<file path="src/logic/pmsl_pkg.sv">
// Shared constants and types for the PHY mode strap and status LED block
package pmsl_pkg;

    // ------------------------------------------------------------------
    // Clock and timing
    // ------------------------------------------------------------------
    localparam int CLK_FREQ_HZ       = 20_000_000;
    localparam int CLK_PERIOD_NS     = 50;
    // Least reset pulse the board must give; rounded up to whole cycles
    localparam int RESET_MIN_NS      = 2000;
    localparam int RESET_MIN_CYCLES  = (RESET_MIN_NS + CLK_PERIOD_NS - 1) / CLK_PERIOD_NS;
    // Half period of the link LED flash while traffic runs
    localparam int BLINK_HALF_MS     = 40;
    localparam int BLINK_HALF_CYCLES = BLINK_HALF_MS * (CLK_FREQ_HZ / 1000);

    // ------------------------------------------------------------------
    // Strap settling after reset release
    // ------------------------------------------------------------------
    localparam int           STRAP_SYNC_STAGES = 3;
    localparam logic [2:0]   SETTLE_CNT        = 3'h4;

    // ------------------------------------------------------------------
    // Strap encodings
    // ------------------------------------------------------------------
    localparam int           MODE_W          = 3;
    localparam int           TEST_W          = 4;
    localparam logic [2:0]   MODE_AN_ALL     = 3'h0;
    localparam logic [2:0]   MODE_AN_100     = 3'h1;
    localparam logic [2:0]   MODE_AN_10      = 3'h2;
    localparam logic [2:0]   MODE_RESERVED   = 3'h3;
    localparam logic [2:0]   MODE_FORCE_100F = 3'h4;
    localparam logic [2:0]   MODE_FORCE_100H = 3'h5;
    localparam logic [2:0]   MODE_FORCE_10F  = 3'h6;
    localparam logic [2:0]   MODE_FORCE_10H  = 3'h7;
    localparam logic [3:0]   TEST_NORMAL     = 4'h0;

    // ------------------------------------------------------------------
    // Reset values of outputs
    // ------------------------------------------------------------------
    localparam logic         LED_OFF         = 1'b1;
    localparam logic         CFG_RST_BIT     = 1'b0;

    typedef enum logic {
        CFG_SETTLE,
        CFG_HELD
    } pmsl_cfg_state_t;

endpackage

</file>
<file path="src/logic/pmsl_strap_sync.sv">
// Three-stage synchroniser with agreement filter for board strap pins
`timescale 1ns/1ps
module pmsl_strap_sync #(
    parameter int WIDTH = 7
) (
    input  wire logic             sys_clk,
    input  wire logic             rst,
    input  wire logic [WIDTH-1:0] pin_in,
    output logic      [WIDTH-1:0] pin_out
);

    // ------------------------------------------------------------------
    // Per-bit chain
    // ------------------------------------------------------------------
    // Stage one is read only by stage two; a change is taken once
    // stages two and three agree, which filters a single-cycle glitch.
    genvar gi;
    generate
        for (gi = 0; gi < WIDTH; gi++)
        begin : g_bit
            logic s1_ff;
            logic s2_ff;
            logic s3_ff;
            logic out_ff;
            logic nxt_out;

            always_comb
            begin
                nxt_out = (s2_ff == s3_ff) ? s3_ff : out_ff;
            end

            always_ff @(posedge sys_clk or posedge rst)
            begin
                if (rst)
                begin
                    s1_ff  <= 1'b0;
                    s2_ff  <= 1'b0;
                    s3_ff  <= 1'b0;
                    out_ff <= 1'b0;
                end
                else
                begin
                    s1_ff  <= pin_in[gi];
                    s2_ff  <= s1_ff;
                    s3_ff  <= s2_ff;
                    out_ff <= nxt_out;
                end
            end

            assign pin_out[gi] = out_ff;
        end
    endgenerate

endmodule

</file>
<file path="src/logic/pmsl_phy_mode_leds.sv">
// PHY mode strap capture and active-low status LED drivers
//
// Contract
// - Mode strap 000 enables auto-negotiation advertising every speed and duplex ability.
// - Mode strap 001 auto-negotiates advertising only 100 Mbit full and half duplex.
// - Mode strap 010 auto-negotiates advertising only 10 Mbit full and half duplex.
// - Mode strap 100 skips negotiation and forces 100 Mbit full duplex.
// - Mode strap 101 skips negotiation and forces 100 Mbit half duplex.
// - Mode strap 110 skips negotiation and forces 10 Mbit full duplex.
// - Mode strap 111 skips negotiation and forces 10 Mbit half duplex.
// - The link LED is low steadily on a good link and flashes during transmit or receive traffic.
// - The speed LED is low when the established link runs at 100 Mbit and high otherwise.
// - The duplex LED is low while the link runs full duplex and high otherwise.
// - The collision LED is low while collision activity is present.
// - The receive LED is low while frames are being received.
// - The transmit LED is low while frames are being transmitted.
`timescale 1ns/1ps
module pmsl_phy_mode_leds #(
    parameter int BLINK_HALF_CYCLES = pmsl_pkg::BLINK_HALF_CYCLES
) (
    input  wire logic       sys_clk,
    input  wire logic       rst,
    input  wire logic [2:0] phy_mode_strap,
    input  wire logic [3:0] factory_test_select,
    input  wire logic       link_up,
    input  wire logic       neg_speed_100,
    input  wire logic       neg_full_duplex,
    input  wire logic       collision_det,
    input  wire logic       rx_active,
    input  wire logic       tx_active,
    output logic            cfg_valid,
    output logic            autoneg_enable,
    output logic            adv_100_full,
    output logic            adv_100_half,
    output logic            adv_10_full,
    output logic            adv_10_half,
    output logic            force_speed_100,
    output logic            force_full_duplex,
    output logic            mode_reserved,
    output logic            factory_test_mode,
    output logic            link_good_led_n,
    output logic            speed_100_led_n,
    output logic            full_duplex_led_n,
    output logic            collision_led_n,
    output logic            receive_activity_led_n,
    output logic            transmit_activity_led_n
);

    localparam int BLINK_W = $clog2(BLINK_HALF_CYCLES + 1);
    localparam logic [BLINK_W-1:0] BLINK_LAST = BLINK_W'(BLINK_HALF_CYCLES - 1);

    // ------------------------------------------------------------------
    // Strap synchronisers
    // ------------------------------------------------------------------
    logic [6:0] strap_sync;
    logic [2:0] mode_sync;
    logic [3:0] test_sync;

    pmsl_strap_sync #(
        .WIDTH   (7)
    ) u_strap_sync (
        .sys_clk (sys_clk),
        .rst     (rst),
        .pin_in  ({factory_test_select, phy_mode_strap}),
        .pin_out (strap_sync)
    );

    assign mode_sync = strap_sync[2:0];
    assign test_sync = strap_sync[6:3];

    // ------------------------------------------------------------------
    // Configuration capture
    // ------------------------------------------------------------------
    pmsl_pkg::pmsl_cfg_state_t st_ff;
    pmsl_pkg::pmsl_cfg_state_t nxt_st;
    logic [2:0] settle_ff;
    logic [2:0] nxt_settle;
    logic       an_ff,   nxt_an;
    logic       a100f_ff, nxt_a100f;
    logic       a100h_ff, nxt_a100h;
    logic       a10f_ff,  nxt_a10f;
    logic       a10h_ff,  nxt_a10h;
    logic       f100_ff,  nxt_f100;
    logic       ffdx_ff,  nxt_ffdx;
    logic       rsv_ff,   nxt_rsv;
    logic       test_ff,  nxt_test;
    logic       capture;
    logic       cfg_held;

    // Wait until the synchronised straps have certainly passed reset's zeros
    assign capture = (st_ff == pmsl_pkg::CFG_SETTLE) && (settle_ff == pmsl_pkg::SETTLE_CNT);
    assign cfg_held = (st_ff == pmsl_pkg::CFG_HELD);

    always_comb
    begin
        nxt_st     = st_ff;
        nxt_settle = settle_ff;
        nxt_an     = an_ff;
        nxt_a100f  = a100f_ff;
        nxt_a100h  = a100h_ff;
        nxt_a10f   = a10f_ff;
        nxt_a10h   = a10h_ff;
        nxt_f100   = f100_ff;
        nxt_ffdx   = ffdx_ff;
        nxt_rsv    = rsv_ff;
        nxt_test   = test_ff;
        case (st_ff)
            pmsl_pkg::CFG_SETTLE:
            begin
                if (capture)
                begin
                    // Sampled once over reset zeros, so bits that stay clear need not be written
                    nxt_st    = pmsl_pkg::CFG_HELD;
                    nxt_test  = (test_sync != pmsl_pkg::TEST_NORMAL);
                    case (mode_sync)
                        pmsl_pkg::MODE_AN_100:
                        begin
                            nxt_an    = 1'b1;
                            nxt_a100f = 1'b1;
                            nxt_a100h = 1'b1;
                        end
                        pmsl_pkg::MODE_AN_10:
                        begin
                            nxt_an   = 1'b1;
                            nxt_a10f = 1'b1;
                            nxt_a10h = 1'b1;
                        end
                        pmsl_pkg::MODE_FORCE_100F:
                        begin
                            nxt_f100 = 1'b1;
                            nxt_ffdx = 1'b1;
                        end
                        pmsl_pkg::MODE_FORCE_100H:
                            nxt_f100 = 1'b1;
                        pmsl_pkg::MODE_FORCE_10F:
                            nxt_ffdx = 1'b1;
                        pmsl_pkg::MODE_FORCE_10H:
                            nxt_f100 = 1'b0;
                        default:
                        begin
                            // Reserved code falls back to full negotiation but is flagged
                            nxt_rsv   = (mode_sync == pmsl_pkg::MODE_RESERVED);
                            nxt_an    = 1'b1;
                            nxt_a100f = 1'b1;
                            nxt_a100h = 1'b1;
                            nxt_a10f  = 1'b1;
                            nxt_a10h  = 1'b1;
                        end
                    endcase
                end
                else
                    nxt_settle = settle_ff + 3'h1;
            end
            default: nxt_st = pmsl_pkg::CFG_HELD; // Held is final until the next reset
        endcase
    end

    always_ff @(posedge sys_clk or posedge rst)
    begin
        if (rst)
        begin
            st_ff     <= pmsl_pkg::CFG_SETTLE;
            settle_ff <= 3'h0;
            an_ff     <= pmsl_pkg::CFG_RST_BIT;
            a100f_ff  <= pmsl_pkg::CFG_RST_BIT;
            a100h_ff  <= pmsl_pkg::CFG_RST_BIT;
            a10f_ff   <= pmsl_pkg::CFG_RST_BIT;
            a10h_ff   <= pmsl_pkg::CFG_RST_BIT;
            f100_ff   <= pmsl_pkg::CFG_RST_BIT;
            ffdx_ff   <= pmsl_pkg::CFG_RST_BIT;
            rsv_ff    <= pmsl_pkg::CFG_RST_BIT;
            test_ff   <= pmsl_pkg::CFG_RST_BIT;
        end
        else
        begin
            st_ff     <= nxt_st;
            settle_ff <= nxt_settle;
            an_ff     <= nxt_an;
            a100f_ff  <= nxt_a100f;
            a100h_ff  <= nxt_a100h;
            a10f_ff   <= nxt_a10f;
            a10h_ff   <= nxt_a10h;
            f100_ff   <= nxt_f100;
            ffdx_ff   <= nxt_ffdx;
            rsv_ff    <= nxt_rsv;
            test_ff   <= nxt_test;
        end
    end

    // ------------------------------------------------------------------
    // Status LEDs
    // ------------------------------------------------------------------
    logic               activity;
    logic               link_ok;
    logic               speed100;
    logic               fdx;
    logic [BLINK_W-1:0] blink_cnt_ff, nxt_blink_cnt;
    logic               blink_ph_ff,  nxt_blink_ph;
    logic               link_led_ff,  nxt_link_led;
    logic               spd_led_ff,   nxt_spd_led;
    logic               fdx_led_ff,   nxt_fdx_led;
    logic               col_led_ff,   nxt_col_led;
    logic               rx_led_ff,    nxt_rx_led;
    logic               tx_led_ff,    nxt_tx_led;

    assign activity = rx_active | tx_active;
    assign link_ok  = cfg_held & link_up;
    // In forced modes the strap is the speed; otherwise the negotiated result
    assign speed100 = an_ff ? neg_speed_100   : f100_ff;
    assign fdx      = an_ff ? neg_full_duplex : ffdx_ff;

    always_comb
    begin
        nxt_blink_cnt = '0;
        nxt_blink_ph  = 1'b0;
        if (link_ok && activity)
        begin
            nxt_blink_ph = blink_ph_ff;
            if (blink_cnt_ff == BLINK_LAST)
                nxt_blink_ph = ~blink_ph_ff;
            else
                nxt_blink_cnt = blink_cnt_ff + 1'b1;
        end
        // Flash starts in the lit phase so short bursts never dark the LED
        nxt_link_led = ~link_ok | (activity & blink_ph_ff);
        nxt_spd_led  = ~(link_ok & speed100);
        nxt_fdx_led  = ~(link_ok & fdx);
        nxt_col_led  = ~(cfg_held & collision_det);
        nxt_rx_led   = ~(cfg_held & rx_active);
        nxt_tx_led   = ~(cfg_held & tx_active);
    end

    always_ff @(posedge sys_clk or posedge rst)
    begin
        if (rst)
        begin
            blink_cnt_ff <= '0;
            blink_ph_ff  <= 1'b0;
            link_led_ff  <= pmsl_pkg::LED_OFF;
            spd_led_ff   <= pmsl_pkg::LED_OFF;
            fdx_led_ff   <= pmsl_pkg::LED_OFF;
            col_led_ff   <= pmsl_pkg::LED_OFF;
            rx_led_ff    <= pmsl_pkg::LED_OFF;
            tx_led_ff    <= pmsl_pkg::LED_OFF;
        end
        else
        begin
            blink_cnt_ff <= nxt_blink_cnt;
            blink_ph_ff  <= nxt_blink_ph;
            link_led_ff  <= nxt_link_led;
            spd_led_ff   <= nxt_spd_led;
            fdx_led_ff   <= nxt_fdx_led;
            col_led_ff   <= nxt_col_led;
            rx_led_ff    <= nxt_rx_led;
            tx_led_ff    <= nxt_tx_led;
        end
    end

    // ------------------------------------------------------------------
    // Outputs
    // ------------------------------------------------------------------
    assign cfg_valid               = cfg_held;
    assign autoneg_enable          = an_ff;
    assign adv_100_full            = a100f_ff;
    assign adv_100_half            = a100h_ff;
    assign adv_10_full             = a10f_ff;
    assign adv_10_half             = a10h_ff;
    assign force_speed_100         = f100_ff;
    assign force_full_duplex       = ffdx_ff;
    assign mode_reserved           = rsv_ff;
    assign factory_test_mode       = test_ff;
    assign link_good_led_n         = link_led_ff;
    assign speed_100_led_n         = spd_led_ff;
    assign full_duplex_led_n       = fdx_led_ff;
    assign collision_led_n         = col_led_ff;
    assign receive_activity_led_n  = rx_led_ff;
    assign transmit_activity_led_n = tx_led_ff;
endmodule

</file>
<file path="config.mk">
export PLATFORM = sky130hd
export DESIGN_NAME = pmsl_phy_mode_leds
export DESIGN_NICKNAME = d
export VERILOG_FILES = /design/src/logic/pmsl_pkg.sv /design/src/logic/pmsl_strap_sync.sv /design/src/logic/pmsl_phy_mode_leds.sv
export SDC_FILE = /design/constraint.sdc
export NUM_CORES = 1
export LEC_CHECK = 0
export BUFFER_PORTS_ARGS = -buffer_cell sky130_fd_sc_hd__buf_2
export CORE_MARGIN = 4
export CORE_UTILIZATION = 50
export CTS_CLUSTER_DIAMETER = 200
export DETAILED_ROUTE_END_ITERATION = 10
export HOLD_SLACK_MARGIN = 0.02
export PLACE_DENSITY = 0.77
export SLEW_MARGIN = 20
export SYNTH_ARGS = -nofsm -noshare
export SYNTH_HDL_FRONTEND = slang
export SYNTH_HIERARCHICAL = 1
export SYNTH_SLANG_ARGS = --single-unit
export TNS_END_PERCENT = 20
</file>
<file path="constraint.sdc">
create_clock -name sys_clk -period 2.1 [get_ports sys_clk]
set_input_delay 0.21 -clock sys_clk [delete_from_list [all_inputs] [get_ports sys_clk]]
set_output_delay 0.21 -clock sys_clk [all_outputs]
set_load 0.1 [all_outputs]
</file>
==> metrics.md <==
| Metric | Value |
|---|---|
| Post-synthesis cell area | 2579 um^2 |
| Crit share post-route | 90.29% |
| Initial DRC count | 95 |
| Area fraction of the dominant cell type after synthesis | 58.22% |
| Post-synthesis area per instance | 12.40 um^2 |
| Hold Crit Start | link_up |
| Worst Skew | 0.008039 ns |
| Post-synth top area cell | dfrtp_1 |
| Part of the Yosys area used for sequential elements | 64.34% |
| Asr flop ratio synth | 100.0% |
| Internal cell power | 0.001946 W |
| Critical R2R Launch | blink_cnt_ff[0]$_DFF_PP0_ |
| Net Sw Frac | 27.33% |
| TritonCTS clock tree | done |
| Hpwl dp | 2760 um |
| Cell Count, Final, Fillers Out | 324 |
| Worst hold path type | in -> reg |
| Synth cell types | 39 |
| R2R cell count | 5 |
| Setup crit end kind | register |
| Placed Instances | 298 |
| RSZ-0062 raised after global routing | false |
| Largest net degree at the start of global routing | 39 |
| Die Area | 6370 um^2 |
| H-tree depth | 3 |
| Final setup margin | 0.2039 ns |
| Clk buf depth | 2 |
| Required @ worst endpoint | 2.36 ns |
| Top post-synthesis cells by area | dfrtp_1 (58%), dfstp_2 (6.1%), xnor2_1 (3.7%) |
| DR WL/cell | 12.88 um |
| Least-Margin Pin Slew | 0.4916 ns |
| Worst rel slew slack | 67.45% |
| Gp weighted congestion | 0.7625 |
| Number of synthesized flops with an enable pin | 0 |
| R2R Setup Slk | 0.20 ns |
| Worst Path Class, Setup | reg -> reg |
| Synth warnings | 6 |
| Commonest cells post-synth | dfrtp_1 (60), nor2_1 (19), nand3_1 (12) |
| Clk network pwr share | 38.3% |
| CP arrival | 2.16 ns |
| Vias | 1,622 |
| Reg power frac | 50.9% |
| Final net count | 271 |
| Ys flop type | dfrtp_1 |
| Worst Path Max Fanout | 5 |
| Count leader, synth | dfrtp_1 |
| Yosys reg bits | 66 |
| Drt drc | 0 |
| TritonCTS Buffers | 9 |
| DRT Pass-1 Iters | 4 |
| Antenna-violating nets left | 0 |
| FMAX | 527.4 MHz |
| Minimum clock period | 1.896 ns |
| Vias in the first global route | 1,596 |
| Starting density of the core | 53.19% |
| Root Driver | clkbuf_8 |
| All-Layer GR Usage | 14.63% |
| Max Cap Viol | 0 |
| Diode count | 0 |
| Initial antenna violation count | 0 |
| Clock transition at the registers of the reported paths | 0.07 ns |
| TNS Setup | 0 ns |
| P_sw | 0.0007317 W |
| Total power divided by cell area | 872.8 nW/um^2 |
| Worst reg2reg endpoint | blink_cnt_ff[16]$_DFF_PP0_ |
| Core Region | 4848 um^2 |
| Clk_lat worst skew | 0.34 ns |
| Num Clock Sinks | 66 |
| Total gr overflow | 0 |
| Proportion of layout cells with a drive suffix above 1 | 26.85% |
| Outcome | finished, final reports clean |
| Drt total wl | 4172 um |
| Rows | 25 |
| Area Growth Syn to Fin | 18.97% |
| Pins Over Slew Limit | 0 |
| Comb pwr share | 10.8% |
| Port Buffer Count | 30 |
| Final setup fails | 0 |
| Hold depth | 2 |
| Die Span Y | 79.82 um |
| Hold endpoint | full_duplex_led_n$_DFF_PP1_ |
| LEAKAGE | 1.369 nW |
| Worst VDD drop | 0.0003866 V |
| DP Worst Slack | 0.2062 ns |
| Via-per-instance ratio | 5.006 |
| Synth Net Count | 226 |
| Cells after synthesis | 208 |
| Worst setup SP type | register |
| Hold Vio Cnt, Final | 0 |
| Chip width | 79.82 um |
| I/O pins | 31 |
| First-pass GRT wire length | 7065 um |
| Postcts setup bufs | 0 |
## metal layers
metal / vias up / part of all wire, % / track usage, %
met2: 43 / 46 / 23.87
met5: - / 0 / 0
met1: 782 / 46 / 17.57
li1: 791 / - / -
met3: 6 / 5.6 / 4.515
met4: 0 / 1.9 / 7.095
## flip-flops by register name, indices dropped and copies added, names as in the netlist, 3 cells and up
register	cells
u_strap_sync/g_bit.s3_ff	7
u_strap_sync/g_bit.s1_ff	7
u_strap_sync/g_bit.s2_ff	7
u_strap_sync/g_bit.out_ff	7
settle_ff	3
blink_cnt_ff	20
## stage by stage
step	utilization, %	power (W)	hold WS, ns	area (um^2)
after global routing	63.28	0.002775	0.08231	3068
after detailed placement	57.06	0.001665	0.3000	2766
after CTS	63.28	0.002705	0.06469	3068
after global placement	57.06	0.001658	0.2935	2766
after floorplan	-	0.001628	0.2414	2579
final	63.28	0.002678	0.08347	3068
## cell type report
| class | count | area, um^2 |
|---|---|---|
| fillers | 360 | 1780 |
| flip-flops and latches | 66 | 1659 |
| multi-input cells | 123 | 813.3 |
| repair buffers | 45 | 290.3 |
| clock buffers | 9 | 123.9 |
| well taps | 67 | 83.83 |
| clock inverters | 6 | 67.56 |
| inverters | 8 | 30.03 |
## layout by cell type, fill, tap and decap left out, types with 2 or more instances in the layout
master	n
nand4_1	3
nor4_1	4
or2_2	2
xnor2_1	11
dlygate4sd3_1	11
clkbuf_8	9
ha_1	3
a21oi_1	8
and3_1	2
mux2_2	2
nand3_1	12
nor3_1	4
dfrtp_1	60
nand2b_1	4
maj3_2	7
xor2_1	5
or3_1	3
dfstp_2	6
buf_2	30
nor2_1	19
a21o_1	2
o21ai_0	4
buf_4	4
clkinvlp_4	2
or4_1	2
inv_1	8
o31ai_1	2
nand2_1	11
## worst max path at each step
stage	slack [ns]	from	end
CTS	0.21	blink_cnt_ff[0]$_DFF_PP0_	blink_cnt_ff[16]$_DFF_PP0_
floorplan	0.15	cfg_valid$_DFF_PP0_	mode_reserved$_DFFE_PP0P_
detailed placement	0.21	blink_cnt_ff[0]$_DFF_PP0_	blink_cnt_ff[18]$_DFF_PP0_
global placement	0.28	blink_cnt_ff[0]$_DFF_PP0_	blink_cnt_ff[18]$_DFF_PP0_
finish	0.20	blink_cnt_ff[0]$_DFF_PP0_	blink_cnt_ff[16]$_DFF_PP0_
global route	0.10	blink_cnt_ff[0]$_DFF_PP0_	blink_cnt_ff[18]$_DFF_PP0_
## logic make-up after synthesis
logic type / after synthesis / synth area share (%)
AOI/OAI and AO/OA: 20 / 4.852
xor gates and xnor gates: 16 / 5.434
adders and majority gates: 10 / 4.513
buffers and inverters: 19 / 4.124
DFF: 66 / 64.34
muxes: 3 / 1.261
and+or+nand+nor: 74 / 15.48
## power groups by stage
stage                     combinational [W]  clock (W)  sequential (W)
after CTS                          0.000293    0.00105         0.00136
after global routing               0.000308    0.00110         0.00137
after floorplan                    0.000125          0         0.00150
after global placement             0.000273          0         0.00139
final                              0.000290    0.00102         0.00136
after detailed placement           0.000277          0         0.00139
## worst max-delay path, stage by stage, from the launching register on
cell and delay [ns]:
dfrtp_1 0.38, ha_1 0.23, nand3_1 0.16, or4_4 0.54, or3_1 0.37, a21oi_1 0.15
## what timing repair did
item | 4_1_cts | 5_1_grt
resized for setup | 0 | 0
endpoints found under the hold margin | 70 | 0
hold buffers | 11 | 0
Power figures use the tool's default switching activity.
